File: src/logic/brk_pkg.sv
package brk_pkg;
  // Byte offsets of the three registers on the bus.
  localparam logic [7:0] OFS_CTRL  = 8'h00;
  localparam logic [7:0] OFS_COUNT = 8'h04;
  localparam logic [7:0] OFS_TRACE = 8'h08;
  // Field positions in break_control.
  localparam int B_ASM_A = 21;
  localparam int B_ASM_B = 20;
  localparam int B_CA    = 15;
  localparam int B_CB    = 14;
  localparam int B_DA    = 13;
  localparam int B_DB    = 12;
  localparam int B_TE    = 11;
  localparam int B_AEA   = 10;
  localparam int B_DBE   = 7;
  localparam int B_AEB   = 6;
  localparam int B_SEQ   = 3;
  localparam int B_EXEC_COUNT_ENABLE  = 0;
  // Field position in branch_source_trace, counter width, queue depth and counter constants.
  localparam int B_VALID = 31;
  localparam int CW      = 12;
  localparam int QDEPTH  = 8;
  localparam logic [CW-1:0] CNT_ONE  = 12'h001;
  localparam logic [CW-1:0] CNT_ZERO = 12'h000;
  // Break type codes sent to the core.
  localparam logic [1:0] BT_DATA = 2'h0;
  localparam logic [1:0] BT_PRE  = 2'h1;
  localparam logic [1:0] BT_POST = 2'h2;
  // Selection codes of the bus cycle select fields.
  localparam logic [1:0] SEL_NONE = 2'h0;
  localparam logic [1:0] SEL_ONE  = 2'h1;
  localparam logic [1:0] SEL_TWO  = 2'h2;
endpackage : brk_pkg

File: src/logic/break_control_branch_trace.sv
// Our own choices: the placing of the registers and register access over AHB-Lite.
`timescale 1ns/1ps
module break_control_branch_trace
  import brk_pkg::*;
(
  // Clock and reset.
  input  wire logic        hclk,
  input  wire logic        hresetn,
  input  wire logic        manual_resetn,
  // AHB-Lite slave.
  input  wire logic        hsel,
  input  wire logic [7:0]  haddr,
  input  wire logic [1:0]  htrans,
  input  wire logic        hwrite,
  input  wire logic [2:0]  hsize,
  input  wire logic [31:0] hwdata,
  input  wire logic        hready,
  output logic             hreadyout,
  output logic             hresp,
  output logic [31:0]      hrdata,
  // Observed bus cycle.
  input  wire logic        cyc_valid,
  input  wire logic        cyc_dma,
  input  wire logic        cyc_fetch,
  input  wire logic        cyc_write,
  // Comparator results and cycle selections.
  input  wire logic        addr_hit_a,
  input  wire logic        addr_hit_b,
  input  wire logic        asid_hit_a,
  input  wire logic        asid_hit_b,
  input  wire logic        data_hit_b,
  input  wire logic [5:0]  bus_cycle_select_a,
  input  wire logic [5:0]  bus_cycle_select_b,
  // Branch source from the core.
  input  wire logic        branch,
  input  wire logic [27:0] branch_origin_address,
  input  wire logic [2:0]  decode_pointer,
  // Break request.
  output logic             break_req,
  output logic [1:0]       break_type
);

  typedef struct packed {
    logic                        asid_mask_a;
    logic                        asid_mask_b;
    logic                        cpu_match_flag_a;
    logic                        cpu_match_flag_b;
    logic                        dma_match_flag_a;
    logic                        dma_match_flag_b;
    logic                        trace_enable;
    logic                        after_exec_select_a;
    logic                        data_compare_enable_b;
    logic                        after_exec_select_b;
    logic                        chained_channel_mode;
    logic                        exec_count_enable;
    logic [CW-1:0]               count;
    logic [QDEPTH-1:0][31:0]     queue;
    logic                        a_seen;
    logic                        wr_pend;
    logic                        rd_pend;
    logic [7:0]                  addr;
    logic                        hreadyout;
    logic [31:0]                 hrdata;
    logic                        break_req;
    logic [1:0]                  break_type;
  } state_t;

  state_t r;
  state_t next_r;

  // Cycle select match: cycle type, fetch/data, read/write groups.
  function automatic logic sel_ok(input logic [5:0] s, input logic dma, input logic fet, input logic wr);
    logic cd;
    logic id;
    logic rw;
    cd = dma ? (s[5:4] == SEL_TWO) : s[4];
    id = fet ? s[2] : s[3];
    rw = wr ? s[1] : s[0];
    sel_ok = cd & id & rw;
  endfunction : sel_ok

  logic cond_a;
  logic cond_b;
  logic brk_a;
  logic brk_b;
  logic seq_ok;
  logic cnt_ok;
  logic acc;
  logic wr_ctrl;
  logic rd_trace;
  logic [31:0] ctrl_word;

  // Channel conditions; a 00 group never matches.
  always_comb begin
    cond_a = cyc_valid & addr_hit_a & sel_ok(bus_cycle_select_a, cyc_dma, cyc_fetch, cyc_write)
             & (r.asid_mask_a | asid_hit_a);
    cond_b = cyc_valid & addr_hit_b & sel_ok(bus_cycle_select_b, cyc_dma, cyc_fetch, cyc_write)
             & (r.asid_mask_b | asid_hit_b)
             & (~r.data_compare_enable_b | cyc_fetch | data_hit_b);
    seq_ok = ~r.chained_channel_mode | r.a_seen;
    cnt_ok = ~r.exec_count_enable | (r.count == CNT_ONE);
    brk_a  = cond_a & ~r.chained_channel_mode;
    brk_b  = cond_b & seq_ok & cnt_ok;
  end

  // Bus decode and the control word image; unused bits stay zero.
  always_comb begin
    acc      = hsel & htrans[1] & hready;
    wr_ctrl  = r.wr_pend & (r.addr == OFS_CTRL);
    rd_trace = r.rd_pend & (r.addr == OFS_TRACE);
    ctrl_word = 32'h0000_0000;
    ctrl_word[B_ASM_A] = r.asid_mask_a;
    ctrl_word[B_ASM_B] = r.asid_mask_b;
    ctrl_word[B_CA]    = r.cpu_match_flag_a;
    ctrl_word[B_CB]    = r.cpu_match_flag_b;
    ctrl_word[B_DA]    = r.dma_match_flag_a;
    ctrl_word[B_DB]    = r.dma_match_flag_b;
    ctrl_word[B_TE]    = r.trace_enable;
    ctrl_word[B_AEA]   = r.after_exec_select_a;
    ctrl_word[B_DBE]   = r.data_compare_enable_b;
    ctrl_word[B_AEB]   = r.after_exec_select_b;
    ctrl_word[B_SEQ]   = r.chained_channel_mode;
    ctrl_word[B_EXEC_COUNT_ENABLE]  = r.exec_count_enable;
  end

  // Next state. Reads take one wait state so a write just before is seen.
  always_comb begin
    next_r = r;
    next_r.wr_pend   = acc & hwrite;
    next_r.rd_pend   = acc & ~hwrite;
    next_r.hreadyout = ~(acc & ~hwrite);
    if (acc) begin
      next_r.addr = haddr;
    end
    // Register writes in the data phase.
    if (wr_ctrl) begin
      next_r.asid_mask_a           = hwdata[B_ASM_A];
      next_r.asid_mask_b           = hwdata[B_ASM_B];
      next_r.trace_enable          = hwdata[B_TE];
      next_r.after_exec_select_a   = hwdata[B_AEA];
      next_r.data_compare_enable_b = hwdata[B_DBE];
      next_r.after_exec_select_b   = hwdata[B_AEB];
      next_r.chained_channel_mode  = hwdata[B_SEQ];
      next_r.exec_count_enable     = hwdata[B_EXEC_COUNT_ENABLE];
      // Writing one keeps a flag; writing zero clears it.
      next_r.cpu_match_flag_a = r.cpu_match_flag_a & hwdata[B_CA];
      next_r.cpu_match_flag_b = r.cpu_match_flag_b & hwdata[B_CB];
      next_r.dma_match_flag_a = r.dma_match_flag_a & hwdata[B_DA];
      next_r.dma_match_flag_b = r.dma_match_flag_b & hwdata[B_DB];
    end
    if (r.wr_pend & (r.addr == OFS_COUNT)) begin
      next_r.count = hwdata[CW-1:0];
    end
    // Hardware setting of the flags wins over a clear in the same cycle.
    if (cond_a & ~cyc_dma) next_r.cpu_match_flag_a = 1'b1;
    if (cond_b & ~cyc_dma) next_r.cpu_match_flag_b = 1'b1;
    if (cond_a & cyc_dma)  next_r.dma_match_flag_a = 1'b1;
    if (cond_b & cyc_dma)  next_r.dma_match_flag_b = 1'b1;
    // Chaining: remember an A match until B completes the sequence.
    if (r.chained_channel_mode & cond_a) begin
      next_r.a_seen = 1'b1;
    end
    if (~r.chained_channel_mode | brk_b) begin
      next_r.a_seen = r.chained_channel_mode & cond_a & ~cond_b;
    end
    // Counter steps down on each channel B match that the chain sequence allows and sticks at zero.
    if (r.exec_count_enable & cond_b & seq_ok & (r.count != CNT_ZERO)) begin
      next_r.count = r.count - CNT_ONE;
    end
    // Break request and type; channel A takes precedence for the type.
    next_r.break_req  = brk_a | brk_b;
    next_r.break_type = BT_DATA;
    if (cyc_fetch) begin
      next_r.break_type = (brk_a ? r.after_exec_select_a : r.after_exec_select_b)
                          ? BT_POST : BT_PRE;
    end
    // Read data mux, loaded in the wait state.
    if (r.rd_pend) begin
      case (r.addr)
        OFS_CTRL:  next_r.hrdata = ctrl_word;
        OFS_COUNT: next_r.hrdata = {20'h00000, r.count};
        OFS_TRACE: next_r.hrdata = r.queue[0];
        default:   next_r.hrdata = 32'h0000_0000;
      endcase
    end
    // Reading the head entry clears its valid flag.
    if (rd_trace) begin
      next_r.queue[0][B_VALID] = 1'b0;
    end
    // Capture pointer and address; software decodes an odd pointer as plus two.
    if (branch & r.trace_enable) begin
      for (int i = QDEPTH - 1; i > 0; i--) begin
        next_r.queue[i] = r.queue[i-1];
      end
      if (rd_trace) begin
        next_r.queue[1][B_VALID] = 1'b0;
      end
      next_r.queue[0] = {1'b1, decode_pointer, branch_origin_address};
    end
    // Manual reset clears only the valid flags.
    if (~manual_resetn) begin
      for (int i = 0; i < QDEPTH; i++) begin
        next_r.queue[i][B_VALID] = 1'b0;
      end
    end
  end

  // State register; power-on reset clears everything including the counter, but sets hreadyout.
  always_ff @(posedge hclk or negedge hresetn) begin
    if (!hresetn) begin
      r <= '0;
      r.hreadyout <= 1'b1;
    end else begin
      r <= next_r;
    end
  end

  // Outputs straight from flops; response is always OKAY.
  always_comb begin
    hreadyout  = r.hreadyout;
    hresp      = 1'b0;
    hrdata     = r.hrdata;
    break_req  = r.break_req;
    break_type = r.break_type;
  end

  // Writable bits of the control word; everything else must read back as zero.
  localparam logic [31:0] CTRL_MASK = 32'h0030_fcc9;
endmodule : break_control_branch_trace

File: config.mk
export PLATFORM = sky130hd
export DESIGN_NAME = break_control_branch_trace
export DESIGN_NICKNAME = d
export VERILOG_FILES = /design/src/logic/brk_pkg.sv /design/src/logic/break_control_branch_trace.sv
export SDC_FILE = /design/constraint.sdc
export NUM_CORES = 1
export LEC_CHECK = 0
export ABC_AREA = 0
export BUFFER_PORTS_ARGS = -buffer_cell sky130_fd_sc_hd__clkbuf_2
export CAP_MARGIN = 20
export CORE_MARGIN = 4
export CORE_UTILIZATION = 45
export DETAILED_ROUTE_END_ITERATION = 6
export GPL_TIMING_DRIVEN = 0
export PLACE_DENSITY = 0.71
export REMOVE_ABC_BUFFERS = 1
export SYNTH_ARGS = -nofsm -noshare
export SYNTH_HDL_FRONTEND = slang
export SYNTH_SLANG_ARGS = --single-unit
File: constraint.sdc
create_clock -name hclk -period 5.2 [get_ports hclk]
set_input_delay 0.52 -clock hclk [delete_from_list [all_inputs] [get_ports hclk]]
set_output_delay 0.52 -clock hclk [all_outputs]
set_load 0.05 [all_outputs]
* Yosys cells after proc, flatten, opt, wreduce, memory -nomap -nowiden
Cells that the tools add are included.
** Storage, ports and cells
- Register bits after elaboration :: 294
- Latch bits :: 0
- RAM bits :: 0
- ROM bits :: 0
- Logic and storage cells :: 126
- Memories kept :: 0
** Cells by class
- Add/sub/neg operators :: 1
- Multiply operators :: 0
- Divide/modulo/power cells :: 0
- $lt $le $gt $ge :: 0
- Equal/unequal tests :: 6
- Shifts and indexed selects :: 0
- Mux-type cells :: 27
- Bitwise gates (word level) :: 50
- Reductions and logical operators :: 8
** Operators by type and width (number)
- $mux W224 :: 1
- $pmux W32 S3 :: 1
- $and A1 B1 Y1 :: 35
- $mux W12 :: 2
- $mux W1 :: 20
- $eq A12 B1 Y1 const B :: 1
- $reduce_bool A12 Y1 :: 1
- $reduce_bool A2 Y1 :: 6
- $sub A12 B1 Y12 const B :: 1
- $mux W10 :: 1
- $eq A8 B3 Y1 const B :: 1
- $eq A8 B4 Y1 const B :: 1
- $logic_not A8 Y1 :: 1
- $or A1 B1 Y1 :: 8
- $not A1 Y1 :: 7
- $eq A2 B2 Y1 const B :: 2
- $mux W2 :: 2
- $ne A2 B1 Y1 const B :: 1

* Logic depth before layout (Yosys ltp)
Gate-level depths: netlist of run 1.
- Depth after elaboration :: 11
- Gate-level depth with buffers :: 8
- Gate-level depth less buffers :: 8

* Worst setup path before layout of run 1
OpenSTA, ideal clock, no wires.
- Path kind :: in2reg
- From :: input cyc_write
- To :: register r[309] in the netlist's numbering
- Arrival time :: 2155 ps
- Required time :: 5077 ps
- Setup slack :: 2922 ps
- Stages on the path :: 8
- Buffers on the path :: 2
- Path through :: mux2_1 > o21ai_1 > or4b_1 > buf_2 > or2_4 > buf_6 > o21a_1 > o221a_1
** Between the ends
- Cells in the longest elaborated chain, start to end :: 9
- Elaborated cells between the ends (all ways) :: 10
** RTL lines
- from (decl) :: RTL line break_control_branch_trace.sv:25 : input wire logic cyc_write,
- $mux W1 (*) :: RTL line break_control_branch_trace.sv:78 : rw = wr ? s[1] : s[0];
- $and A1 B1 Y1 (*) :: RTL line break_control_branch_trace.sv:79 : sel_ok = cd & id & rw;
- $and A1 B1 Y1 (*) :: RTL line break_control_branch_trace.sv:97 : cond_b = cyc_valid & addr_hit_b & sel_ok(bus_cycle_select_b, cyc_dma, cyc_fetch, cyc_write)
- $and A1 B1 Y1 (*) :: RTL line break_control_branch_trace.sv:98 : & (r.asid_mask_b | asid_hit_b)
- $and A1 B1 Y1 (*) :: RTL line break_control_branch_trace.sv:99 : & (~r.data_compare_enable_b | cyc_fetch | data_hit_b);
- $and A1 B1 Y1 (*) (3 in series) :: RTL line break_control_branch_trace.sv:167 : if (r.exec_count_enable & cond_b & seq_ok & (r.count != CNT_ZERO)) begin
- $mux W12 or $reduce_bool A2 Y1 (tied branches)
- to (signal assigned) :: RTL line break_control_branch_trace.sv:214 : r <= next_r;
- to (decl) :: RTL line break_control_branch_trace.sv:68 : state_t r;
Mark *: on every way between the ends. The rest lies on a longest branch, timed or not.
A chain may end at the register's enable or synchronous reset.

* Worst setup path after layout of run 1
- From :: register r[43] in the netlist's numbering
- To :: register r, in the netlist ctrl_word[14]
** Between the ends
- Cells in the longest elaborated chain, start to end :: 3
** RTL lines
- $logic_not A8 Y1 :: RTL line break_control_branch_trace.sv:109 : wr_ctrl = r.wr_pend & (r.addr == OFS_CTRL);
- $and A1 B1 Y1 :: RTL line break_control_branch_trace.sv:109
- $reduce_bool A2 Y1 (no source line)
No other way between the ends.

==> qor.yml, run 1 <==
clocking:
  ctsHoldBuffers: 0
  cts_setup_buffers: 0
  postCtsResizedCells: 0
  cts.clk_slew.worst_paths_ps: 100
  cts_tree: "yes"
  clockRootBuffer: "clkbuf_8"
  clockBufferDepth: 2
  clock_latency_ps: 360
  clock_sinks: 103
  cts_made_buffers: 9
  htree_levels: 3
drt:
  drt-total-wl_um: 11110
  num_vias: 3490
  route.detailed.drc: 0
  drt_iter0_markers: 255
  drt_pass1_iterations: 4
  ant_nets: 0
  routedWlPerCell_um: 16.84
  vias_per_cell: 5.288
logic_synthesis:
  synth.largest_area_cell: "dfrtp_1"
  yosysMostFrequentCell: "dfrtp_1"
  syn_area_mm2: 0.004816
  ys_warn_count: 0
  synthTopCellsByCount: "102 x dfrtp_1, 46 x mux2_2, 42 x inv_1"
  synth_cell_type_count: 47
  ys_seq_area_frac: 0.5355
  synth_edf_count: 0
  synth-main-ff-cell: "dfrtp_1"
  synth_cells: 439
  async_flop_share: 1.000
  synth_top_area_frac: 0.5300
  synth_area_leaders: "dfrtp_1 53%, mux2_2 11%, buf_4 5.5%, inv_1 3.3%, o21ai_0 2.9%"
  avgSynthCellArea_um2: 10.97
  ys_ff_latch: 103
timing:
  post-route-period-util: 0.5176
  max_slew_margin: 0.2469
  setup-violations-final: 0
  rsz0062_at_grt: "false"
  final.setup_skew_ps: 8.615
  clock.fmax_ghz: 0.3715
  final_hold_viol_count: 0
  tightest_slew_ps: 1130
  fin_hold_ws_ps: 255.2
  setup_tns_ps: 0
  drv_slew: 0
  min_period_ps: 2691
worst_setup_path:
  critPathRequiredTime_ps: 5440
  cp-end-kind: "flip-flop"
  critPathLaunchType: "flip-flop"
  path_class: "flip-flop to flip-flop"
  critPathArrivalTime_ps: 2940
  path_max_fanout: 13
floorplan:
  boundaryPins: 141
  die_x_um: 111.5
  num_rows: 37
  die_height_um: 111.5
  core_mm2: 0.01037
  initial_utilization: 0.4644
  dieArea_mm2: 0.01242
global_route:
  grt_pass1_vias: 3682
  antenna_found_initial: 0
  grt_pass1_wl_um: 18340
  gr-total-overflow: 0
  grt_max_degree: 57
  grt_use_total: 0.1834
final_layout:
  drive_gt1_frac: 0.3683
  nets: 626
  fin_cells: 660
  areaGrowthSynthToFinish_pct: 14.19
  diodes: 0
placed_design:
  gp_congestion: 0.8081
  post-place-cells: 644
  hpwlAfterDp_um: 8243
  place.port_buffers: 121
power_and_ir_drop:
  peakVddDrop_mv: 0.1513
  leakage_uw: 0.002553
  powerDensity_mw_per_mm2: 325.8
flow_run:
  maxCapViolCount: 0
hold_path:
  min_path_type: "primary input to asynchronous set/reset pin"
outcome:
  status: "completed"
area by class of cell:
type | count | area, um2
fill | 927 | 4871
tap | 136 | 170.2
clock buffer | 12 | 145.1
sequential | 103 | 2579
clock inverter | 4 | 45.04
inverter | 42 | 157.7
timing repair buffer | 124 | 670.6
multi-input combinational | 239 | 1732
path summary, 6_finish.rpt:
path | slack [ps] | to | from | cells after the start
min reg2reg | 510 | hrdata[16] | r[63] | 2
max in group asynchronous | 4240 | r[43] | hresetn | 2
max reg2reg | 2510 | ctrl_word[14] | r[43] | 6
min | 260 | hrdata[29] | hresetn | 1
max | 2510 | ctrl_word[14] | r[43] | 6
min in group hclk | 370 | hreadyout | hwrite | 3
per-layer routing:
metal | up-vias | share of wire | GRT usage
met5 | - | 0 | 0
met4 | 0 | 0.017 | 0.07786
met3 | 12 | 0.060 | 0.03152
met2 | 86 | 0.50 | 0.3060
met1 | 1731 | 0.42 | 0.2366
li1 | 1661 | - | -
layout by cell type (no fill, tap or decap), types with 12 or more instances in the layout:
cell / n
mux2_2: 46
nand3_1: 21
a22oi_1: 12
clkbuf_2: 120
nor2_1: 15
inv_1: 42
o21ai_0: 28
dfrtp_1: 102
o22ai_1: 20
state kept, by name (all words and copies together) (netlist names):
register and cells:
hreadyout 1, break_type 2, break_req 1, hrdata 32, ctrl_word 12, r 55
power by group:
| part | internal, uW | switching [uW] | total (uW) |
|---|---|---|---|
| registers | 906 | 96.9 | 1000 |
| logic | 149 | 143 | 292 |
| clock network | 234 | 262 | 497 |
critical path, cell delays in order, from the launching register on:
cell	delay, ps
dfrtp_1	390
nor2_1	150
and3_1	210
nor3b_1	800
nand2_1	580
o21ai_0	310
o21ai_0	120
cells by family after synthesis:
family / Yosys count / synth area share
mux: 58 / 0.1328
flops: 103 / 0.5355
buf+inv: 97 / 0.1055
compound gates: 94 / 0.1270
fa+ha+maj: 3 / 0.007795
other cells: 1 / 0.0007787
simple gates: 83 / 0.09067
per-stage QoR:
| stage | setup WS [ps] | cell area, um2 | total power [uW] | util |
|---|---|---|---|---|
| 6_report | 2509 | 5499 | 1792 | 0.5303 |
| 4_1_cts | 2484 | 5499 | 1804 | 0.5303 |
| 5_1_grt | 2186 | 5499 | 1888 | 0.5303 |
| 3_5_place_dp | 2438 | 5309 | 1311 | 0.5119 |
| 2_1_floorplan | 2739 | 4466 | 1183 | - |
| 3_3_place_gp | 2058 | 5241 | 1290 | 0.5054 |
No activity file was read; power rests on OpenSTA's default activity.
==> run 2: changes to the inputs <==
--- a/config.mk
+++ b/config.mk
@@ -5,14 +5,14 @@
 export SDC_FILE = /design/constraint.sdc
 export NUM_CORES = 1
 export LEC_CHECK = 0
-export ABC_AREA = 0
+export ABC_AREA = 1
 export BUFFER_PORTS_ARGS = -buffer_cell sky130_fd_sc_hd__clkbuf_2
 export CAP_MARGIN = 20
 export CORE_MARGIN = 4
 export CORE_UTILIZATION = 45
 export DETAILED_ROUTE_END_ITERATION = 6
 export GPL_TIMING_DRIVEN = 0
-export PLACE_DENSITY = 0.71
+export PLACE_DENSITY = 0.7
 export REMOVE_ABC_BUFFERS = 1
 export SYNTH_ARGS = -nofsm -noshare
 export SYNTH_HDL_FRONTEND = slang
==> constraint.sdc (replaced) <==
create_clock -name hclk -period 2.5 [get_ports hclk]
set_input_delay 0.25 -clock hclk [delete_from_list [all_inputs] [get_ports hclk]]
set_output_delay 0.25 -clock hclk [all_outputs]
set_load 0.05 [all_outputs]
==> run 2 against run 1 <==
Against the previous run: sequential share of layout area fell by 3.4 points; synthesized cell count up 36%; wire length grew 6.1%; largest cell class unchanged; clock-buffer cell count fell by 1; flip-flop and latch count unchanged; register-to-register slack got worse by 2200 ps.
==> qor.yml, run 2 <==
logic_synthesis:
  ys_seq_area_frac: 0.5053  # -0.03019
  synth_top_area_frac: 0.5001  # -0.02989
  ys_ff_latch: 103  # unchanged
  ys_warn_count: 0  # unchanged
  synth_cell_type_count: 35  # -26%
  synth.largest_area_cell: "dfrtp_1"
  avgSynthCellArea_um2: 8.578  # -22%
  synth_edf_count: 0  # unchanged
  synthTopCellsByCount: "113 x nand2_1, 102 x dfrtp_1, 85 x inv_1"
  yosysMostFrequentCell: "nand2_1"
  synth-main-ff-cell: "dfrtp_1"
  async_flop_share: 1.000  # unchanged
  synth_cells: 595  # +36%
  syn_area_mm2: 0.005104  # +6.0%
  synth_area_leaders: "dfrtp_1 50%, nand2_1 8.3%, inv_1 6.3%, nand3_1 5.5%, buf_4 5.3%"
hold_path:
  min_from: "hwrite"
  worstHoldPathCells: 2
  min_path_type: "primary input to flip-flop"
  hold_end: "r[44]"
timing:
  tightest_slew_ps: 962.4  # -167.3 ps
  drv_slew: 0  # unchanged
  clock.fmax_ghz: 0.4489  # +21%
  post-route-period-util: 0.8911  # +0.3735
  setup-violations-final: 0  # unchanged
  max_slew_margin: 0.3561  # +0.1093
  final_hold_viol_count: 0  # unchanged
  final.setup_skew_ps: 10.96  # +2.344 ps
  rsz0062_at_grt: "false"
  min_period_ps: 2228  # -463.8 ps
floorplan:
  core_mm2: 0.01098  # +5.9%
  dieArea_mm2: 0.01311  # +5.5%
  initial_utilization: 0.4647  # about the same
  die_height_um: 114.5  # +2.7%
  die_x_um: 114.5  # +2.7%
  num_rows: 38  # +2.7%
  boundaryPins: 141  # unchanged
clocking:
  clockRootBuffer: "clkbuf_16"
  cts_tree: "yes"
  clock_sinks: 103  # unchanged
  cts.clk_slew.worst_paths_ps: 70  # -30 ps
  postCtsResizedCells: 0  # unchanged
  clockBufferDepth: 2  # unchanged
  htree_levels: 3  # unchanged
  clock_latency_ps: 340  # -20 ps
  cts_made_buffers: 9  # unchanged
outcome:
  status: "completed"
drt:
  route.detailed.drc: 0  # unchanged
  wl_met1_um: 5379  # +14%
  routedWlPerCell_um: 14.40  # -14%
  drt_pass1_iterations: 4  # unchanged
  vias_per_cell: 4.910  # -7.2%
  met3_length_um: 558  # -16%
  dr_wl_met2_um: 5715  # +3.0%
  routed.top_layer: "met4"
  num_vias: 4021  # +15%
  drt_iter0_markers: 263  # +3.1%
  drt-total-wl_um: 11790  # +6.1%
  ant_nets: 0  # unchanged
global_route:
  grt_pass1_wl_um: 19420  # +5.9%
  grt_pass1_vias: 4093  # +11%
  gr-total-overflow: 0  # unchanged
  grt_max_degree: 65  # +14%
  grt_use_total: 0.1851  # +0.001734
  antenna_found_initial: 0  # unchanged
flow_run:
  maxCapViolCount: 0  # unchanged
worst_setup_path:
  path_cells: "nor2_2, inv_2, nor3_4, nand3_2, nand2_1, a21boi_0"
  critPathLaunchType: "flip-flop"
  path_class: "flip-flop to flip-flop"
  cpPeakStageDelay_ps: 680  # -120 ps
  critPathRequiredTime_ps: 2670  # -2770 ps
  timing.rr.end: "r[78]"
  path_max_fanout: 19  # +6
  crit_buf_inv: 1  # +1
  critPathArrivalTime_ps: 2390  # -550 ps
  ff2ff_setup_slack_ps: 270  # -2240 ps
  r2r-start: "r[37]"
  cp_top_family: "simple AND/OR/NAND/NOR gates"
  reg2reg_depth: 6  # unchanged
  cp-end-kind: "flip-flop"
  crit_slowest_cell: "nor3_4"
final_layout:
  final_common_cell: "clkbuf_2"
  nets: 781  # +25%
  drive_gt1_frac: 0.2607  # -0.1076
  fin_cells: 819  # +24%
  final_cell_mix: "120 x clkbuf_2, 112 x nand2_1, 101 x dfrtp_1"
  largest-register: "r"
  fillCellCount: 1025  # +11%
  largest_reg_flops: 55  # unchanged
  fin_area_mm2: 0.005929  # +7.8%
  diodes: 0  # unchanged
  areaGrowthSynthToFinish_pct: 16.18
power_and_ir_drop:
  peakVddDrop_mv: 0.4154  # +170%
  powerDensity_mw_per_mm2: 693.9  # +110%
  leakage_uw: 0.003097  # +21%
placed_design:
  post-place-cells: 802  # +25%
  gp_congestion: 0.8332  # +3.1%
  place.port_buffers: 121  # unchanged
  hpwlAfterDp_um: 8519  # +3.3%
  placed_cell_area_mm2: 0.005558  # +4.7%
-- run 2: cell types whose count changed after synthesis, sizes merged, moves of 12 or more --
cell | before | now
inv | 42 | 89
nor2 | 15 | 47
a22oi | 12 | 0
mux2 | 47 | 23
nand2 | 12 | 116
o21ai | 29 | 44
nand3 | 21 | 59
-- run 2: final cells by class --
class	instances	area [um2]	area share
clock buffer	11	232.7	0.03925
clock inverter	5	128.9	0.02173
inverter	90	337.8	0.05697
multi-input combinational	347	1829	0.3085
sequential	103	2580	0.4351
tap	140	175.2	0.02954
timing repair buffer	123	645.6	0.1089
-- run 2: stage by stage --
step / power, uW / TNS, ps / setup WS, ps / utilization / hold WS, ps
final: 4115 / 0 / 272.4 / 0.5399 / 96.38
after floorplan: 2242 / 0 / 751.0 / - / -45.59
after global routing: 4330 / 0 / 72.98 / 0.5399 / 111.1
after detailed placement: 2463 / 0 / 257.2 / 0.5060 / 312.3
after global placement: 2437 / -17840 / -183.2 / 0.5030 / 443.2
after CTS: 4154 / 0 / 250.4 / 0.5399 / 93.05
-- run 2: cells by family (layout without fill, tap and decap cells) --
family          count (synthesis)  after routing  share of synthesized area
compound gates                 82             82                    0.08483
xor+xnor                        8              8                    0.01373
fa+ha+maj                       3              3                   0.007356
buf+inv                       145            229                     0.1368
flops                         103            103                     0.5053
mux                            23             23                    0.05075
other cells                     1              1                  0.0007348
simple gates                  230            230                     0.2005
-- run 2: worst max path at each step --
| stage | startpoint | endpoint | slack, ps | depth (start not counted) |
|---|---|---|---|---|
| finish | r[37] | r[78] | 270 | 6 |
| global route | r[37] | r[78] | 70 | 6 |
| CTS | r[37] | r[78] | 250 | 6 |
| detailed placement | r[37] | r[78] | 260 | 6 |
| global placement | hresetn | r[77] | -180 | 1 |
| floorplan | r[44] | r[78] | 750 | 3 |
-- run 2: worst register-to-register path, cell delays in order (launching register included) --
cell and delay (ps):
dfrtp_1 390, nor2_2 180, inv_2 60, nor3_4 680
nand3_2 500, nand2_1 170, a21boi_0 90
-- run 2: layer usage --
| layer | global-route usage | vias to the layer above |
|---|---|---|
| met2 | 0.3027 | 95 |
| li1 | - | 2014 |
| met5 | 0 | - |
| met4 | 0.05859 | 0 |
| met3 | 0.03277 | 8 |
| met1 | 0.2505 | 1904 |
-- run 2: timing repair --
action,CTS,global route
endpoints found under the hold margin,38,0
buffers inserted,0,0
hold buffers,1,0
-- run 2: report_power, final --
group          total [uW]  switching [uW]  leakage (uW)  internal, uW
sequential           1880            90.3       0.00128          1790
combinational         542             327       0.00164           215
clock                1690             604      0.000174          1090
==> run 3: changes to the inputs <==
--- a/config.mk
+++ b/config.mk
@@ -14,6 +14,8 @@
 export GPL_TIMING_DRIVEN = 0
 export PLACE_DENSITY = 0.7
 export REMOVE_ABC_BUFFERS = 1
+export SETUP_SLACK_MARGIN = 0.4
+export SLEW_MARGIN = 40
 export SYNTH_ARGS = -nofsm -noshare
 export SYNTH_HDL_FRONTEND = slang
 export SYNTH_SLANG_ARGS = --single-unit
==> run 3 against run 2 <==
Against the previous run: clock-buffer cell count unchanged; die area unchanged; clock skew decreased by 3.9 ps; combinational power up 3%; final cell count up 0.49%; worst setup slack improved by 350 ps; clock power is 6% lower; final area increased by 0.68%; largest cell class unchanged.
==> qor.yml, run 3 (synthesis gave the netlist of run 2 again) <==
worst_setup_path:
  cp_common_cell: "nand2_1"
  critPathRequiredTime_ps: 2720  # +50 ps
  path_class: "flip-flop to flip-flop"
  cpPeakStageDelay_ps: 390  # -290 ps
  crit_slowest_cell: "dfrtp_1"
  cp-end-kind: "flip-flop"
  path_cells: "inv_1, ha_1, nand3_1, nor2_1, nor2_1, nand2_2, inv_2, nand2_1, nand2_1, nand2_1"
  critPathArrivalTime_ps: 2100  # -290 ps
  path_max_fanout: 30  # +11
  cp_top_family: "simple AND/OR/NAND/NOR gates"
  crit_buf_inv: 2  # +1
  critPathLaunchType: "flip-flop"
final_layout:
  drive_gt1_frac: 0.2665  # +0.005794
  nets: 785  # +0.51%
  fin_area_mm2: 0.005969  # +0.68%
  largest_reg_flops: 55  # unchanged
  final_common_cell: "clkbuf_2"
  fillCellCount: 1022  # -0.29%
  multiInputGateArea_mm2: 0.001834  # +0.27%
  largest-register: "r"
  regArea_mm2: 0.002580  # unchanged
  fin_cells: 823  # +0.49%
  diodes: 0  # unchanged
  final_cell_mix: "120 x clkbuf_2, 112 x nand2_1, 101 x dfrtp_1"
  areaGrowthSynthToFinish_pct: 16.97
timing:
  max_slew_margin: 0.6297  # +0.2735
  setup-violations-final: 0  # unchanged
  drv_slew: 0  # unchanged
  tightest_slew_ps: 555.0  # -407.4 ps
  setup_tns_ps: 0  # unchanged
  clock.fmax_ghz: 0.5327  # +19%
  final.setup_skew_ps: 7.025  # -3.934 ps
  rsz0062_at_grt: "false"
  final_hold_viol_count: 0  # unchanged
  min_period_ps: 1877  # -350.5 ps
  post-route-period-util: 0.7509  # -0.1402
drt:
  route.detailed.drc: 0  # unchanged
  vias_per_cell: 4.888  # -0.44%
  drt_pass1_iterations: 4  # unchanged
  drt-total-wl_um: 11720  # -0.64%
  drt_iter0_markers: 248  # -5.7%
  routedWlPerCell_um: 14.24  # -1.1%
  num_vias: 4023  # +0.050%
  ant_nets: 0  # unchanged
placed_design:
  post-place-cells: 803  # +0.12%
  placed_cell_area_mm2: 0.005597  # +0.70%
  gp_congestion: 0.8332  # unchanged
  place.port_buffers: 121  # unchanged
  hpwlAfterDp_um: 8586  # +0.79%
floorplan:
  num_rows: 38  # unchanged
  boundaryPins: 141  # unchanged
  core_mm2: 0.01098  # unchanged
  dieArea_mm2: 0.01311  # unchanged
  die_x_um: 114.5  # unchanged
  die_height_um: 114.5  # unchanged
  initial_utilization: 0.4647  # unchanged
clocking:
  cts_tree: "yes"
  clock_latency_ps: 340  # about the same
  htree_levels: 3  # unchanged
  clock_sinks: 103  # unchanged
  clockRootBuffer: "clkbuf_16"
  cts.clk_slew.worst_paths_ps: 70  # about the same
  clockBufferDepth: 2  # unchanged
  cts_made_buffers: 9  # unchanged
power_and_ir_drop:
  leakage_uw: 0.003116  # +0.62%
  powerDensity_mw_per_mm2: 675.0  # -2.7%
  peakVddDrop_mv: 0.4550  # +9.6%
global_route:
  gr-total-overflow: 0  # unchanged
  antenna_found_initial: 0  # unchanged
  grt_use_total: 0.1840  # -0.001150
  grt_pass1_vias: 4019  # -1.8%
  grt_max_degree: 65  # unchanged
  grt_pass1_wl_um: 19350  # -0.36%
flow_run:
  maxCapViolCount: 0  # unchanged
hold_path:
  min_path_type: "primary input to flip-flop"
outcome:
  status: "completed"
run 3: layout make-up:
class | instances | area share
sequential | 103 | 0.4322
inverter | 90 | 0.05722
multi-input combinational | 347 | 0.3073
clock inverter | 5 | 0.01740
clock buffer | 11 | 0.03899
tap | 140 | 0.02934
timing repair buffer | 127 | 0.1176
run 3: layer usage:
layer | routed length (um) | vias to the layer above | track usage
li1 | - | 2019 | -
met1 | 5380 | 1903 | 0.2505
met2 | 5634 | 89 | 0.3050
met3 | 543 | 12 | 0.02907
met4 | 159 | 0 | 0.05146
met5 | 0 | - | 0
run 3: worst paths after layout:
| kind | startpoint | end | slack [ps] | cells past startpoint |
|---|---|---|---|---|
| max | r[303] | r[314] | 620 | 10 |
| min | hwrite | r[44] | 90 | 2 |
| max reg2reg | r[303] | r[314] | 620 | 10 |
| min reg2reg | hrdata[8] | hrdata[8] | 510 | 2 |
| max in group asynchronous | hresetn | r[78] | 1440 | 3 |
| min in group asynchronous | hresetn | break_type[1] | 420 | 2 |
run 3: worst register-to-register path, stage by stage, from the launching register on:
cell and delay (ps):
dfrtp_1 390, inv_1 130, ha_1 220, nand3_1 90, nor2_1 50, nor2_1 180, nand2_2 340, inv_2 210
nand2_1 70, nand2_1 60, nand2_1 40
run 3: what timing repair did:
action	in CTS	in global routing
pin swaps	2	0
endpoints found under the hold margin	38	0
gates resized for setup	0	1
setup endpoints to repair	19	1
hold buffers	1	0
setup buffers	3	0
run 3: report_power, final:
group / switching (uW) / total, uW / internal [uW] / leakage (uW)
clock: 609 / 1590 / 982 / 0.000164
combinational: 333 / 558 / 225 / 0.00167
sequential: 87.8 / 1880 / 1790 / 0.00128
total: 1030 / 4030 / 3000 / 0.00312
run 3: stage by stage:
step	total power (uW)	worst slack (ps)	hold slack [ps]	utilization
2_1_floorplan	2242	751.0	-45.59	-
3_5_place_dp	2465	301.0	193.1	0.5096
5_1_grt	4240	419.4	110.6	0.5435
4_1_cts	4064	488.3	90.00	0.5432
3_3_place_gp	2437	-183.2	443.2	0.5030
6_report	4030	622.8	93.89	0.5435
